==> config.mk <==
export PLATFORM = sky130hd
export DESIGN_NAME = sequencer_timing
export DESIGN_NICKNAME = d
export VERILOG_FILES = /design/src/sequencer_pkg.sv /design/src/sequencer_timing.sv
export SDC_FILE = /design/constraint.sdc
export NUM_CORES = 1
export LEC_CHECK = 0
export BUFFER_PORTS_ARGS = -buffer_cell sky130_fd_sc_hd__clkbuf_2
export CELL_PAD_IN_SITES_DETAIL_PLACEMENT = 1
export CELL_PAD_IN_SITES_GLOBAL_PLACEMENT = 1
export CORE_AREA = 2 2 103 105
export CTS_CLUSTER_DIAMETER = 100
export DETAILED_ROUTE_END_ITERATION = 12
export DIE_AREA = 0 0 105 107
export MAX_ROUTING_LAYER = met4
export PLACE_DENSITY = 0.74
export RECOVER_POWER = 25
export SYNTH_ARGS = -nofsm -noshare
export SYNTH_HDL_FRONTEND = slang
export SYNTH_SLANG_ARGS = --single-unit
export TNS_END_PERCENT = 5
==> constraint.sdc <==
create_clock -name clock -period 2.7 [get_ports clock]
set_input_delay 0.54 -clock clock [delete_from_list [all_inputs] [get_ports clock]]
set_output_delay 0.54 -clock clock [all_outputs]
set_load 0.02 [all_outputs]
==> src/sequencer_pkg.sv <==
// constants shared by the sequencer register block
package sequencer_pkg;
  // ---------------------------------------------------------------
  // register indices behind the data port
  // ---------------------------------------------------------------
  localparam logic [2:0] IDX_SYNC_RESET = 3'h0;
  localparam logic [2:0] IDX_CLOCKING_MODE = 3'h1;
  localparam logic [2:0] IDX_PLANE_WRITE_MASK = 3'h2;
  localparam logic [2:0] IDX_FONT_BANK_SELECT = 3'h3;
  localparam logic [2:0] IDX_MEMORY_ORGANISATION = 3'h4;
  localparam logic [2:0] IDX_EXTENSION_UNLOCK = 3'h6;
  localparam logic [2:0] IDX_CHAR_COUNTER_HOLD = 3'h7;
  localparam int IDX_EXT_SELECT_BIT = 7;
  // ---------------------------------------------------------------
  // field positions and writable masks
  // ---------------------------------------------------------------
  localparam int CLK_SCREEN_OFF = 5;
  localparam int CLK_SHIFT_FOUR = 4;
  localparam int CLK_DOT_DIV = 3;
  localparam int CLK_SHIFT_LOAD = 2;
  localparam int CLK_EIGHT_DOT = 0;
  localparam int MEM_CHAIN_FOUR = 3;
  localparam int MEM_ODD_EVEN_OFF = 2;
  localparam int MEM_EXTENDED = 1;
  localparam logic [7:0] MASK_SYNC_RESET = 8'h03;
  localparam logic [7:0] MASK_CLOCKING_MODE = 8'h3D;
  localparam logic [7:0] MASK_PLANE_WRITE = 8'h0F;
  localparam logic [7:0] MASK_FONT_BANK = 8'h3F;
  localparam logic [7:0] MASK_MEMORY_ORG = 8'h0E;
  // ---------------------------------------------------------------
  // unlock codes, reset values, timing counts
  // ---------------------------------------------------------------
  localparam logic [7:0] UNLOCK_ENABLE = 8'hEA;
  localparam logic [7:0] UNLOCK_DISABLE = 8'hAE;
  localparam logic [7:0] RESET_VALUE = 8'h00;
  localparam logic [3:0] DOTS_NINE_LAST = 4'h8;
  localparam logic [3:0] DOTS_EIGHT_LAST = 4'h7;
  localparam logic [7:0] H_TOTAL_DEFAULT = 8'h64;
  localparam logic [7:0] H_DISPLAY_DEFAULT = 8'h50;
endpackage

==> src/sequencer_timing.sv <==
// sequencer register set, character timing and plane selection
`timescale 1ns/1ps
module sequencer_timing #(
  parameter logic [7:0] H_TOTAL = sequencer_pkg::H_TOTAL_DEFAULT,
  parameter logic [7:0] H_DISPLAY = sequencer_pkg::H_DISPLAY_DEFAULT
) (
  input wire logic clock,
  input wire logic rst_n,
  input wire logic clkEn,
  input wire logic ioWrite,
  input wire logic ioRead,
  input wire logic ioDataPort,
  input wire logic [7:0] ioWdata,
  output logic [7:0] ioRdata,
  input wire logic [7:0] extRdata,
  output logic extWrite,
  output logic [7:0] extIndex,
  output logic [7:0] extWdata,
  input wire logic [1:0] hostAddr,
  input wire logic [1:0] readMapSelect,
  input wire logic gfxOddEven,
  output logic [3:0] writePlanes,
  output logic [1:0] readPlane,
  output logic memLimit64k,
  input wire logic rowStart,
  input wire logic attrBit3,
  output logic [2:0] fontBank,
  output logic fontSwitchOn,
  output logic dotClkEn,
  output logic charClkEn,
  output logic serialLoad,
  output logic [7:0] hCount,
  output logic displayEnableFlag,
  output logic videoBlank
);
  import sequencer_pkg::*;

  // ---------------------------------------------------------------
  // state
  // ---------------------------------------------------------------
  typedef struct packed {
    logic [7:0] index;
    logic [1:0] syncRst;
    logic [7:0] clkMode;
    logic [3:0] planeMask;
    logic [5:0] fontSel;
    logic [5:0] fontLive;
    logic [7:0] memOrg;
    logic extEn;
    logic hold;
    logic [7:0] rdata;
    logic extWr;
    logic [7:0] extWd;
    logic phase;
    logic dotEn;
    logic [3:0] dotCnt;
    logic charEn;
    logic [1:0] loadCnt;
    logic loadEn;
    logic [7:0] hCnt;
    logic dispEn;
    logic blank;
    logic [3:0] wrPlanes;
    logic [1:0] rdPlane;
    logic [2:0] bank;
    logic fontSw;
  } state_s;

  state_s s_q;
  state_s s_d;
  logic run;
  logic isExt;
  logic dataWr;
  logic [1:0] loadMask;
  logic [3:0] dotLast;

  // bank number from a font selection, bits 3,2,5 or 1,0,4
  function automatic logic [2:0] bankOf(input logic [5:0] sel, input logic secondary);
    bankOf = secondary ? {sel[3], sel[2], sel[5]} : {sel[1], sel[0], sel[4]};
  endfunction

  // address-derived plane select, before the mask
  function automatic logic [3:0] planeSel(input logic [1:0] a, input logic [7:0] mo);
    if (mo[MEM_CHAIN_FOUR]) begin
      planeSel = 4'h1 << a;
    end else if (!mo[MEM_ODD_EVEN_OFF]) begin
      planeSel = a[0] ? 4'hA : 4'h5;
    end else begin
      planeSel = 4'hF;
    end
  endfunction

  // ---------------------------------------------------------------
  // next state
  // ---------------------------------------------------------------
  // one process owns all decisions; host writes first, then timing
  always_comb begin
    s_d = s_q;
    run = &s_q.syncRst;
    isExt = s_q.index[IDX_EXT_SELECT_BIT] && s_q.extEn;
    dataWr = ioWrite && ioDataPort && !isExt;
    loadMask = s_q.clkMode[CLK_SHIFT_FOUR] ? 2'h3 : {1'b0, s_q.clkMode[CLK_SHIFT_LOAD]};
    dotLast = s_q.clkMode[CLK_EIGHT_DOT] ? DOTS_EIGHT_LAST : DOTS_NINE_LAST;
    s_d.extWr = 1'b0;
    // host register writes
    if (ioWrite && !ioDataPort) begin
      s_d.index = ioWdata;
    end
    if (ioWrite && ioDataPort && isExt) begin
      s_d.extWr = 1'b1;
      s_d.extWd = ioWdata;
    end
    if (dataWr) begin
      unique case (s_q.index[2:0])
        IDX_SYNC_RESET: begin
          s_d.syncRst = ioWdata[1:0] & MASK_SYNC_RESET[1:0];
          // falling first reset bit (bit 0) clears the font selection
          if (s_q.syncRst[0] && !ioWdata[0]) begin
            s_d.fontSel = 6'h00;
          end
        end
        IDX_CLOCKING_MODE: s_d.clkMode = ioWdata & MASK_CLOCKING_MODE;
        IDX_PLANE_WRITE_MASK: s_d.planeMask = ioWdata[3:0] & MASK_PLANE_WRITE[3:0];
        IDX_FONT_BANK_SELECT: s_d.fontSel = ioWdata[5:0] & MASK_FONT_BANK[5:0];
        IDX_MEMORY_ORGANISATION: s_d.memOrg = ioWdata & MASK_MEMORY_ORG;
        IDX_EXTENSION_UNLOCK: begin
          s_d.hold = 1'b0;
          if (ioWdata == UNLOCK_ENABLE) begin
            s_d.extEn = 1'b1;
          end else if (ioWdata == UNLOCK_DISABLE) begin
            s_d.extEn = 1'b0;
          end
        end
        IDX_CHAR_COUNTER_HOLD: s_d.hold = 1'b1;
        default: begin
        end
      endcase
    end
    // host reads, answered one cycle later
    if (ioRead && !ioDataPort) begin
      s_d.rdata = isExt ? s_q.index : {5'h00, s_q.index[2:0]};
    end else if (ioRead && isExt) begin
      s_d.rdata = extRdata;
    end else if (ioRead) begin
      unique case (s_q.index[2:0])
        IDX_SYNC_RESET: s_d.rdata = {6'h00, s_q.syncRst};
        IDX_CLOCKING_MODE: s_d.rdata = s_q.clkMode;
        IDX_PLANE_WRITE_MASK: s_d.rdata = {4'h0, s_q.planeMask};
        IDX_FONT_BANK_SELECT: s_d.rdata = {2'h0, s_q.fontSel};
        IDX_MEMORY_ORGANISATION: s_d.rdata = s_q.memOrg;
        IDX_EXTENSION_UNLOCK: s_d.rdata = {7'h00, s_q.extEn};
        default: s_d.rdata = RESET_VALUE;
      endcase
    end
    // dot and character clocks, frozen while halted
    s_d.phase = run ? !s_q.phase : 1'b0;
    s_d.dotEn = run && (!s_q.clkMode[CLK_DOT_DIV] || s_q.phase);
    s_d.charEn = run && s_q.dotEn && (s_q.dotCnt >= dotLast);
    if (run && s_q.dotEn) begin
      s_d.dotCnt = (s_q.dotCnt >= dotLast) ? 4'h0 : s_q.dotCnt + 4'h1;
    end
    // serializer load cadence; screen off suppresses the load only
    s_d.loadEn = 1'b0;
    if (run && s_q.charEn) begin
      s_d.loadCnt = (s_q.loadCnt & loadMask) == loadMask ? 2'h0 : s_q.loadCnt + 2'h1;
      s_d.loadEn = ((s_q.loadCnt & loadMask) == loadMask) && !s_q.clkMode[CLK_SCREEN_OFF];
    end
    // horizontal counter; display enable ignores screen off
    if (s_d.hold) begin
      s_d.hCnt = 8'h00;
    end else if (run && s_q.charEn) begin
      s_d.hCnt = (s_q.hCnt >= H_TOTAL - 8'h01) ? 8'h00 : s_q.hCnt + 8'h01;
    end
    s_d.dispEn = s_q.hCnt < H_DISPLAY;
    s_d.blank = s_q.clkMode[CLK_SCREEN_OFF] || !s_q.dispEn || !run;
    // font bank latched at row start so a change never tears a row
    if (rowStart) begin
      s_d.fontLive = s_q.fontSel;
    end
    s_d.fontSw = bankOf(s_q.fontLive, 1'b0) != bankOf(s_q.fontLive, 1'b1);
    s_d.bank = bankOf(s_q.fontLive, s_q.fontSw && attrBit3);
    // host plane steering
    s_d.wrPlanes = s_q.planeMask & planeSel(hostAddr, s_q.memOrg);
    if (s_q.memOrg[MEM_CHAIN_FOUR]) begin
      s_d.rdPlane = hostAddr;
    end else if (!s_q.memOrg[MEM_ODD_EVEN_OFF] || gfxOddEven) begin
      s_d.rdPlane = {readMapSelect[1], hostAddr[0]};
    end else begin
      s_d.rdPlane = readMapSelect;
    end
  end

  // ---------------------------------------------------------------
  // registers
  // ---------------------------------------------------------------
  // clock enable low freezes every field, strobes included
  always_ff @(posedge clock or negedge rst_n) begin
    if (!rst_n) begin
      s_q <= '0;
    end else if (clkEn) begin
      s_q <= s_d;
    end
  end

  // outputs straight from the state register
  assign ioRdata = s_q.rdata;
  assign extWrite = s_q.extWr;
  assign extIndex = s_q.index;
  assign extWdata = s_q.extWd;
  assign writePlanes = s_q.wrPlanes;
  assign readPlane = s_q.rdPlane;
  assign memLimit64k = !s_q.memOrg[MEM_EXTENDED];
  assign fontBank = s_q.bank;
  assign fontSwitchOn = s_q.fontSw;
  assign dotClkEn = s_q.dotEn;
  assign charClkEn = s_q.charEn;
  assign serialLoad = s_q.loadEn;
  assign hCount = s_q.hCnt;
  assign displayEnableFlag = s_q.dispEn;
  assign videoBlank = s_q.blank;

  logic unlockWr;
  assign unlockWr = clkEn && dataWr && s_q.index[2:0] == IDX_EXTENSION_UNLOCK;
endmodule

==> metrics.md <==
| Metric | Value |
|---|---|
| CP startpoint kind | flip-flop |
| Initial antenna violation count | 0 |
| Rows | 37 |
| DRC | 0 |
| CP required | 2.99 ns |
| H-tree depth | 3 |
| Die width | 105 um |
| Nets@finish | 489 |
| Met2 wire len | 5590 um |
| Met3 wire length | 369 um |
| Vias after detailed routing | 3208 |
| Placed cell count | 579 |
| Critical Path AT | 2.78 ns |
| Commonest non-fill, non-tap cell in the layout | dfrtp_1 |
| EDFF count, synth | 0 |
| Cell Pwr Density | 839 mW/mm^2 |
| CTS tree | built |
| Tmin final | 2.49 ns |
| Max-cap check violation count | 0 |
| Storage cell area | 0.00208 sq mm |
| Max Root-Sink Buffers | 2 |
| Clock slew at reported path FFs | 0.09 ns |
| Fin worst setup slack | 0.208 ns |
| Max Freq | 0.401 GHz |
| Largest net degree at the start of global routing | 44 |
| Place WS | 0.221 ns |
| Clock root buffer | clkbuf_8 |
| RSZ-0062 raised after global routing | false |
| Vias per cell | 5.39 |
| Skew-Pair Late Insertion Delay | 0.36 ns |
| Post-Syn Area | 0.00430 sq mm |
| CP max stage delay | 0.53 ns |
| Post-DR wirelength/cell | 18.4 um |
| Final Hold Fails | 0 |
| CP top delay family | simple AND/OR/NAND/NOR gates |
| Synthesized Nets | 447 |
| Worst Hold Class | input pin to async pin |
| Global-route wire length before repair | 17900 um |
| Core Footprint | 0.0101 sq mm |
| Worst-path cell chain | ha_1, or4_1, a31o_1, or4_1, or3b_1, nand2_1 |
| Multi-input logic area | 0.00179 sq mm |
| Final period util | 92.3% |
| Run status | finished clean |
| Static leakage | 2.33 nW |
| Post-CTS Hold Buffers | 0 |
| Yosys warns | 0 |
| Rel. slew slack | 27.9% |
| DP HPWL | 8000 um |
| Area delta synth->final | 11.9% |
| Critical path type | flip-flop to flip-flop |
| Fillers | 1178 |
| Crit path top cell by count | or4_1 |
| Die Height | 107 um |
| VDD IR max | 0.000358 V |
| Routability-driven placement congestion ratio | 0.862 |
| Resized cells post-CTS | 0 |
| I/O pin cnt | 78 |
| Setup Skew | 0.00734 ns |
| Setup bufs post-CTS | 0 |
| Most frequent cells in the layout | dfrtp_1 (83), clkbuf_2 (78), mux2_2 (38), nand2_1 (33), nor2_1 (25) |
| Layout cell share with drive strength beyond 1 | 31.6% |
| Crit path capture type | flip-flop |
| DR iter-0 viols | 79 |
| Antenna-violating nets left | 0 |
| Final Max Tran Viols | 0 |
| DR top layer | met4 |
| Post-synthesis sequential area ratio | 48.3% |
| Die ar. | 0.0112 sq mm |
| Critical path peak fanout | 6 |
| Syn_area_per_cell | 10.4 sq um |
| Share of async-settable or async-resettable flops after synthesis | 100% |
| FF-to-FF setup slack | 0.21 ns |
| Non-Filler Instances | 595 |
| CP max stage cell | or4_1 |
| PortBufs | 77 |
| Worst-Margin Slew | 1.08 ns |
| Initial Util | 42.6% |
| Most used DFF post-synth | dfrtp_1 |
| GR Util All Layers | 20.8% |
| Grt ovf | 0 |
| CTS buffer count | 9 |
| 1st-pass router iterations | 4 |
| Crit path buffers/inverters | 0 |
| Vias in the first global route | 3433 |
| Seq cells post-synth | 83 |
| Count of cell types in the netlist | 54 |
| # clock sinks | 83 |
| Syn Inst Count | 412 |
| WL final | 11000 um |
| Post-Route M1 WL | 4790 um |
| Setup TNS | 0 ns |
| # diodes | 0 |
| Setup violators final | 0 |
-- cell families after synthesis --
| family | synth area share [%] |
|---|---|
| multiplexers | 13.0 |
| AND/OR/NAND/NOR | 13.7 |
| adder cells (fa/ha/maj) | 1.75 |
| flip-flops | 48.3 |
| buffers and inverters | 9.96 |
| AO/OA/AOI/OAI | 12.6 |
| XOR/XNOR | 0.612 |
-- final cells by class --
| class | instances | share of cell area (%) |
|---|---|---|
| sequential | 83 | 43.2 |
| multi-input combinational | 259 | 37.3 |
| timing repair buffer | 87 | 9.52 |
| tap | 136 | 3.54 |
| clock buffer | 11 | 3.15 |
| clock inverter | 5 | 2.24 |
| inverter | 14 | 1.09 |
-- flip-flops by register name (all words and copies together) (netlist names), 2 cells and up --
signal / count
extIndex: 8
extWdata: 8
fontBank: 3
hCount: 8
ioRdata: 8
readPlane: 2
s_q: 35
writePlanes: 4
-- synth_stat cells, drive strengths merged (8+ instances only) --
master | count | area (sq um)
nand2 | 33 | 124
buf | 46 | 329
nand3 | 14 | 70.1
o21ai | 23 | 115
clkbuf | 9 | 33.8
a21oi | 22 | 110
dfrtp | 83 | 2080
nor3 | 8 | 40.0
inv | 14 | 52.6
nor2 | 25 | 93.8
mux2i | 11 | 110
mux2 | 38 | 428
-- per-stage QoR --
stage / cell area [sq um] / power, W / hold slack [ns] / utilization [%]
CTS: 4830 / 0.00408 / 0.189 / 47.8
detailed placement: 4570 / 0.00292 / 0.466 / 45.3
floorplan: 4300 / 0.00259 / 0.244 / -
global route: 4810 / 0.00427 / 0.446 / 47.6
global placement: 4570 / 0.00286 / 0.466 / 45.3
finish: 4810 / 0.00403 / 0.360 / 47.6
-- power by group --
part | internal, W | switching, W
clock network | 0.000670 | 0.000469
logic | 0.000491 | 0.000606
registers | 0.00152 | 0.000278
total | 0.00268 | 0.00135
-- worst paths after layout --
kind | start | to | cells past startpoint
max in group asynchronous | rst_n | extIndex[2]$_DFFE_PN0P_ | 2
worst max-delay path | hCount[0]$_DFFE_PN0P_ | hCount[3]$_DFFE_PN0P_ | 6
worst max register to register | hCount[0]$_DFFE_PN0P_ | hCount[3]$_DFFE_PN0P_ | 6
min in group clock | readMapSelect[1] | readPlane[1]$_DFFE_PN0P_ | 3
worst min-delay path | rst_n | fontBank[2]$_DFFE_PN0P_ | 1
worst min register to register | ioRdata[7]$_DFFE_PN0P_ | ioRdata[7]$_DFFE_PN0P_ | 2
-- metal layers --
layer	global-route usage, %	up-vias
met4	7.33	0
met5	-	-
met2	35.0	66
met1	25.7	1602
li1	-	1519
met3	3.22	21
No activity file was read; power rests on OpenSTA's default activity.
